### config.mk
export PLATFORM = sky130hd
export DESIGN_NAME = cdrr_regs
export DESIGN_NICKNAME = d
export VERILOG_FILES = /design/src/common/cdrr_pkg.sv /design/src/design/cdrr_regs.sv
export VERILOG_INCLUDE_DIRS = /design/src /design/src/common
export SDC_FILE = /design/constraint.sdc
export NUM_CORES = 1
export LEC_CHECK = 0
export ABC_AREA = 1
export ABC_CLOCK_PERIOD_IN_PS = 1350
export BUFFER_PORTS_ARGS = -buffer_cell sky130_fd_sc_hd__buf_4
export CORE_ASPECT_RATIO = 1.1
export CORE_MARGIN = 10
export CORE_UTILIZATION = 30
export CTS_CLUSTER_DIAMETER = 60
export CTS_CLUSTER_SIZE = 12
export DETAILED_ROUTE_END_ITERATION = 8
export PLACE_DENSITY = 0.55
export SYNTH_ARGS = -nofsm -noshare
export SYNTH_HDL_FRONTEND = slang
export SYNTH_SLANG_ARGS = --single-unit
### constraint.sdc
create_clock -name clk_i -period 1.35 [get_ports clk_i]
set_input_delay 0.135 -clock clk_i [delete_from_list [all_inputs] [get_ports clk_i]]
set_output_delay 0.135 -clock clk_i [all_outputs]
set_load 0.01 [all_outputs]
### src/common/cdrr_map.svh
// Register map constants for the cable diagnostic result register bank.
// Assumes inclusion by bare name from the package and the design files.
`ifndef CDRR_MAP_SVH
`define CDRR_MAP_SVH

// ==========================================================
// Register indices (byte address is four times the index)
`define CDRR_IDX_TX_LOC_1_2    10'h180
`define CDRR_IDX_TX_LOC_3_4    10'h181
`define CDRR_IDX_MIXED_LOC     10'h182
`define CDRR_IDX_RX_LOC_2_3    10'h183
`define CDRR_IDX_RX_LOC_4_5    10'h184
`define CDRR_IDX_TX_AMP_1_2    10'h185
`define CDRR_IDX_STATUS        10'h1ff

// ==========================================================
// Field positions and reset values
`define CDRR_LOC_HI_MSB        15
`define CDRR_LOC_HI_LSB        8
`define CDRR_LOC_LO_MSB        7
`define CDRR_LOC_LO_LSB        0
`define CDRR_AMP_HI_MSB        14
`define CDRR_AMP_HI_LSB        8
`define CDRR_AMP_LO_MSB        6
`define CDRR_AMP_LO_LSB        0
`define CDRR_STAT_DONE_BIT     0
`define CDRR_RESET_VALUE       16'h0000
`define CDRR_LOC_RESET         8'h00
`define CDRR_AMP_RESET         7'h00

`endif

### src/common/cdrr_pkg.sv
// Types for the cable diagnostic result register bank.
// Assumes cdrr_map.svh is on the include path.
`include "cdrr_map.svh"

package cdrr_pkg;
  typedef logic [7:0] cdrr_loc_t;
  typedef logic [6:0] cdrr_amp_t;

  // Results delivered by the reflectometry engine at the end of a run
  typedef struct packed {
    cdrr_loc_t [4:0] tx_loc;
    cdrr_loc_t [4:0] rx_loc;
    cdrr_amp_t [1:0] tx_amp;
  } cdrr_result_s;

  typedef struct packed {
    logic        cyc;
    logic        stb;
    logic        we;
    logic [3:0]  sel;
    logic [11:2] adr;
    logic [31:0] dat;
  } cdrr_wb_req_s;
endpackage

### src/design/cdrr_regs.sv
// Result register bank of the cable reflectometry engine, Wishbone slave.
// Assumes the engine pulses run_start_i when a run begins and done_pulse_i
// with valid results on result_i when it ends; one clock, sync reset.
//
// Contract
// - Results are valid only after the done flag reads one.
// - Reg 0x181: tx location 4 high byte, tx location 3 low byte.
// - Mixed reg: rx location 1 high byte, tx location 5 low byte.
// - Reg 0x183: rx location 3 high byte, rx location 2 low byte.
// - Reg 0x184: rx location 5 high byte, rx location 4 low byte.
// - Reg 0x185: tx amplitude 2 in 14:8, tx amplitude 1 in 6:0.
// - Amplitude bits 15 and 7 ignore writes and read zero.
// - Low amplitude pairs low location byte, high pairs high byte.
// - Location fields carry distance codes to each reflection.
// - Amplitude fields carry reflection strength codes.
// - Reg 0x180: tx location 2 high byte, tx location 1 low.
//
// Our own choice: the Wishbone register port.
`timescale 1ns/1ps
`default_nettype none
`include "cdrr_map.svh"

module cdrr_regs
  import cdrr_pkg::*;
(
  // Clock, reset, enable
  input  wire logic         clk_i,
  input  wire logic         rst_i,
  input  wire logic         ce_i,
  // Wishbone slave
  input  wire cdrr_wb_req_s wb_req_i,
  output logic [31:0]       wb_dat_o,
  output logic              wb_ack_o,
  // Reflectometry engine
  input  wire logic         run_start_i,
  input  wire logic         done_pulse_i,
  input  wire cdrr_result_s result_i,
  // Status
  output logic              diag_done_o
);

  // ==========================================================
  // Result storage
  cdrr_loc_t [4:0] tx_loc;
  cdrr_loc_t [4:0] rx_loc;
  cdrr_amp_t [1:0] tx_amp;
  logic            done;

  // Captured once per run and then frozen
  genvar gi;
  generate
    for (gi = 0; gi < 5; gi++) begin : g_loc
      always_ff @(posedge clk_i) begin
        if (rst_i) begin
          tx_loc[gi] <= `CDRR_LOC_RESET;
          rx_loc[gi] <= `CDRR_LOC_RESET;
        end else if (ce_i && done_pulse_i) begin
          tx_loc[gi] <= result_i.tx_loc[gi];
          rx_loc[gi] <= result_i.rx_loc[gi];
        end
      end
    end
    for (gi = 0; gi < 2; gi++) begin : g_amp
      always_ff @(posedge clk_i) begin
        if (rst_i) begin
          tx_amp[gi] <= `CDRR_AMP_RESET;
        end else if (ce_i && done_pulse_i) begin
          tx_amp[gi] <= result_i.tx_amp[gi];
        end
      end
    end
  endgenerate

  // Done flag: completion wins over a simultaneous new start
  always_ff @(posedge clk_i) begin
    if (rst_i) begin
      done <= 1'b0;
    end else if (ce_i) begin
      if (done_pulse_i) begin
        done <= 1'b1;
      end else if (run_start_i) begin
        done <= 1'b0;
      end
    end
  end

  assign diag_done_o = done;

  // ==========================================================
  // Register read decode
  function automatic logic [15:0] loc_pair(input cdrr_loc_t hi,
                                           input cdrr_loc_t lo);
    loc_pair = {hi, lo};
  endfunction

  wire logic        req;
  wire logic [15:0] rd_word;
  wire logic [15:0] amp_word;

  assign req = wb_req_i.cyc && wb_req_i.stb && !wb_ack_o;
  // Reserved amplitude bits are constant zero
  assign amp_word = {1'b0, tx_amp[1], 1'b0, tx_amp[0]};

  assign rd_word =
    (wb_req_i.adr == `CDRR_IDX_TX_LOC_1_2) ?
      loc_pair(tx_loc[1], tx_loc[0]) :
    (wb_req_i.adr == `CDRR_IDX_TX_LOC_3_4) ?
      loc_pair(tx_loc[3], tx_loc[2]) :
    (wb_req_i.adr == `CDRR_IDX_MIXED_LOC) ?
      loc_pair(rx_loc[0], tx_loc[4]) :
    (wb_req_i.adr == `CDRR_IDX_RX_LOC_2_3) ?
      loc_pair(rx_loc[2], rx_loc[1]) :
    (wb_req_i.adr == `CDRR_IDX_RX_LOC_4_5) ?
      loc_pair(rx_loc[4], rx_loc[3]) :
    (wb_req_i.adr == `CDRR_IDX_TX_AMP_1_2) ? amp_word :
    (wb_req_i.adr == `CDRR_IDX_STATUS) ? {15'h0000, done} :
    `CDRR_RESET_VALUE;

  // ==========================================================
  // Bus answer: one wait state, writes everywhere are ignored
  always_ff @(posedge clk_i) begin
    if (rst_i) begin
      wb_ack_o <= 1'b0;
      wb_dat_o <= 32'h0000_0000;
    end else if (ce_i) begin
      wb_ack_o <= req;
      if (req && !wb_req_i.we) begin
        wb_dat_o <= {16'h0000, rd_word};
      end
    end
  end

  // ==========================================================
  // Reset, bus, freeze, capture and done flag checks
  function automatic logic idx_mapped(input logic [11:2] adr);
    idx_mapped = adr inside {`CDRR_IDX_TX_LOC_1_2, `CDRR_IDX_TX_LOC_3_4,
                             `CDRR_IDX_MIXED_LOC, `CDRR_IDX_RX_LOC_2_3,
                             `CDRR_IDX_RX_LOC_4_5, `CDRR_IDX_TX_AMP_1_2,
                             `CDRR_IDX_STATUS};
  endfunction
endmodule
`default_nettype wire

Yosys cells after proc, flatten, opt, wreduce, memory -nomap -nowiden:

Cells that the tools add are included.

* flip-flop bits (word level): 112
* latch bits: 0
* memory bits (writable): 0
* memory bits (read-only): 0
* input bits: 148
* output and inout bits: 34
* word-level logic and storage cells: 40
* memories kept: 0

* add/sub/neg operators: 0
* multiply operators: 0
* divide/modulo/power cells: 0
* order comparisons: 0
* equality and inequality tests: 7
* shift operators: 0
* mux-type cells: 9
* bitwise gates (word level): 0
* reduce and logical (&&, ||, !) cells: 9

Operators by type and width (number)
* two-way mux 16 bit: 5
* == test 10 x 9 -> 1 bit (second input constant): 7
* two-way mux 15 bit: 1
* logical AND 1 bit: 4
* AND reduction 2 bit: 2
* two-way mux 1 bit: 3
* logical NOT 1 bit: 2
* nonzero test 2 bit: 1

Longest topological paths before layout:

* word-level depth: 8
* gate-level depth with buffers: 12
* mapped depth without buffers: 12

Worst setup path before layout:

No wires, ideal clock.

* path type: flip-flop to flip-flop
* start point: register wb_ack_o
* end point: register wb_dat_o[10]
* library setup time: 0.070 ns
* data arrival time: 1.243 ns
* required time: 1.280 ns
* setup slack: 0.037 ns
* stages on the path, launching flop included: 9
* path buffers: 1
* period minus slack after synthesis: 1.313 ns
* path through: dfxtp_1 nor3_2 inv_2 nor2_4 inv_2 buf_2 a21oi_1 nand2_1 a21oi_2

* word-level cells in the longest chain between the ends: 4

RTL lines
* start, declared: RTL line cdrr_regs.sv:33 `output logic wb_ack_o,`
* start signal, assigned: RTL line cdrr_regs.sv:126 `wb_ack_o <= req;`
* logical NOT 1 bit: RTL line cdrr_regs.sv:100 `assign req = wb_req_i.cyc && wb_req_i.stb && !wb_ack_o;`
* logical AND 1 bit: RTL line cdrr_regs.sv:100
* logical AND 1 bit: RTL line cdrr_regs.sv:127 `if (req && !wb_req_i.we) begin`
* AND reduction 2 bit (no source line)
* end signal, assigned: RTL line cdrr_regs.sv:128 `wb_dat_o <= {16'h0000, rd_word};`
* end, declared: RTL line cdrr_regs.sv:32 `output logic [31:0] wb_dat_o,`

No other way between the ends.
A chain may end at the register's enable or synchronous reset.

Final worst setup path:

* start point: register wb_ack_o
* end point: register wb_dat_o[14]

Same word-level chain as after synthesis.

==> results.json <==
{
  "outcome": "complete, no violations",
  "synth.distinct_cells": 31,
  "required_ns": 1.65,
  "path_class": "reg -> reg",
  "ant_nets": 0,
  "drive_above_1_share": 0.262,
  "synth_top_family_by_area": "simple AND/OR/NAND/NOR gates",
  "hp-class": "in -> reg",
  "dr.pass1.iters": 6,
  "via_per_inst": 4.55,
  "clockRootBuffer": "clkbuf_16",
  "fin_nets": 971,
  "antenna_cells": 0,
  "start_util": 0.306,
  "core_area_sq_mm": 0.0163,
  "cp_max_fo": 21,
  "hold_viol": 0,
  "clock.fmax_ghz": 0.810,
  "rr_startpoint": "wb_ack_o",
  "synthSimpleGateAreaFrac": 0.273,
  "finalSetupViolCount": 0,
  "grt_max_degree": 53,
  "syn-instance-count": 686,
  "clock_sinks": 112,
  "ioPinCount": 182,
  "cap_viol_max_count": 0,
  "synth_seq_area_share": 0.450,
  "synth_compound_area_frac": 0.176,
  "ys_ff_latch": 112,
  "cp-start-kind": "register",
  "drc": 0,
  "ys.flop_type": "dfxtp_1",
  "cts_made_buffers": 9,
  "cts_tree": "yes",
  "antenna_found_initial": 0,
  "dieArea_sq_mm": 0.0222,
  "reg2reg_slack_ns": 0.12,
  "dpl.hpwl_um": 12500,
  "irDropWorstVdd_mv": 0.551,
  "avgSynthCellArea_sq_um": 7.26,
  "num_rows": 49,
  "instances_no_fill": 1030,
  "synth_fa_ha_area_frac": 0,
  "finish.instance_area_sq_mm": 0.00669,
  "clock_latency_ns": 0.35,
  "dp.cells": 1016,
  "cp.arrival_ns": 1.53,
  "grtUsageTotal": 0.145,
  "htreeDepth": 3,
  "total_power_mw": 7.11,
  "synth-xor-area-share": 0,
  "worstHoldStart": "result_i[47]",
  "critPathCaptureType": "register",
  "routed_wl_um": 16200,
  "die_w_um": 143,
  "synth_mux_area_frac": 0,
  "fin_tns_setup_ns": 0,
  "cts_buffer_depth": 2,
  "rsz0062_at_grt": "yes",
  "leakagePower_nw": 2.76,
  "synthArstFlopShare": 0,
  "postPlaceCellArea_sq_mm": 0.00638,
  "die_y_um": 155,
  "grt_pass1_wl_um": 25400,
  "syn_area_sq_mm": 0.00498,
  "drt-initial-drc-count": 272,
  "grt-ovfl-total": 0,
  "grt_pass1_vias": 4775,
  "synthToLayoutAreaGrowth_pct": 34.3,
  "critPathLaunch": "wb_ack_o",
  "gp_congestion": 0.826,
  "post_cts_buffers": 0,
  "vias": 4683,
  "hold-worst-slack_ns": 0.0293,
  "fin_worst_skew_ns": 0.00308,
  "yosysWarnings": 0,
  "port_buffers": 129,
  "fin_crit_ns": 1.23,
  "period_share": 0.915,
  "power.density_mw_per_mm2": 1060,
  "wl_per_cell_um": 15.7,
  "final_max_slew_viol_count": 0,
  "clk_pin_slew_ns": 0.07,
  "synth_edf_count": 0
}
[synthesized netlist by cell type (all sizes together), types with 2 or more instances]
cell      n  area, sq um
nor3      4         41.3
buf      23          156
nor2     87          375
inv      58          220
a21oi    90          488
nand3    22          115
nor4      3         33.8
o21ai    12         60.1
nand4    16          106
a211oi   42          315
dfxtp   112         2240
clkbuf   32          120
nand2   181          689
o22ai     2         12.5
[worst paths after layout]
path	endpoint	cells past startpoint
worst max-delay path	wb_dat_o[14]	7
worst min-delay path	rx_loc[33]	3
worst max register to register	wb_dat_o[14]	7
worst min register to register	rx_loc[3]	2
[registers in the layout (all words and copies together) (netlist names)]
name	count
rx_loc	40
diag_done_o	1
wb_ack_o	1
wb_dat_o	16
tx_loc	40
amp_word	14
[critical path, stage by stage, from the launching register on]
cell     delay, ns
dfxtp_1       0.32
nor3_2        0.19
inv_2         0.07
nor2_4        0.13
inv_6         0.10
a21oi_1       0.16
nand2_1       0.08
a21oi_2       0.11
[timing repair]
action | in CTS | in global routing
hold buffers | 0 | 0
resized for setup | 0 | 6
endpoints found under the setup margin | 0 | 16
[power breakdown]
part           total [mW]  switching (mW)  internal (mW)
Sequential           3.52          0.0656           3.46
Clock                2.73            1.21           1.52
Combinational       0.854           0.448          0.406
[metrics by stage]
step                setup WS (ns)  utilization
CTS                        0.0496        0.410
global route              -0.0253        0.410
floorplan                  0.0372            -
global placement           -0.287        0.392
detailed placement         -0.315        0.392
finish                      0.115        0.410
[cell families (layout without fill, tap and decap cells)]
kind of cell / after synthesis / after routing
and+or+nand+nor: 313 / 313
AOI/OAI and AO/OA: 146 / 146
other: 1 / 16
buffers and inverters: 114 / 239
DFF: 112 / 112
[placed cells by master (no fill, tap or decap), types with 2 or more instances in the layout]
master / n
buf_4: 157
nand3_1: 21
nand2_2: 4
nand4_1: 15
a211oi_1: 42
conb_1: 16
clkbuf_16: 9
nor4_1: 2
clkbuf_8: 2
inv_2: 4
nor3_2: 2
dfxtp_1: 112
nor2_4: 3
o21ai_1: 12
nand2_1: 176
a21oi_2: 10
inv_1: 52
nor2_1: 79
a21oi_1: 80
nor2_2: 4
buf_12: 9
[per-layer routing]
metal  track usage  share of wire  vias up  wire length, um
met1         0.188           0.47     2081             7590
met5             0              0        -                0
li1              -              -     2486                -
met4        0.0600          0.017        0              274
met3        0.0317          0.054       13              868
met2         0.227           0.46      103             7430
[area by class of cell]
cell class              instances  area, sq um
fillers                      1749         9620
multi-input cells             475         2310
flip-flops and latches        112         2240
repair buffers                166         1360
well taps                     204          255
clock buffers                  11          253
inverters                      59          229
clock inverters                 3         42.5
No activity file was read; power rests on OpenSTA's default activity.
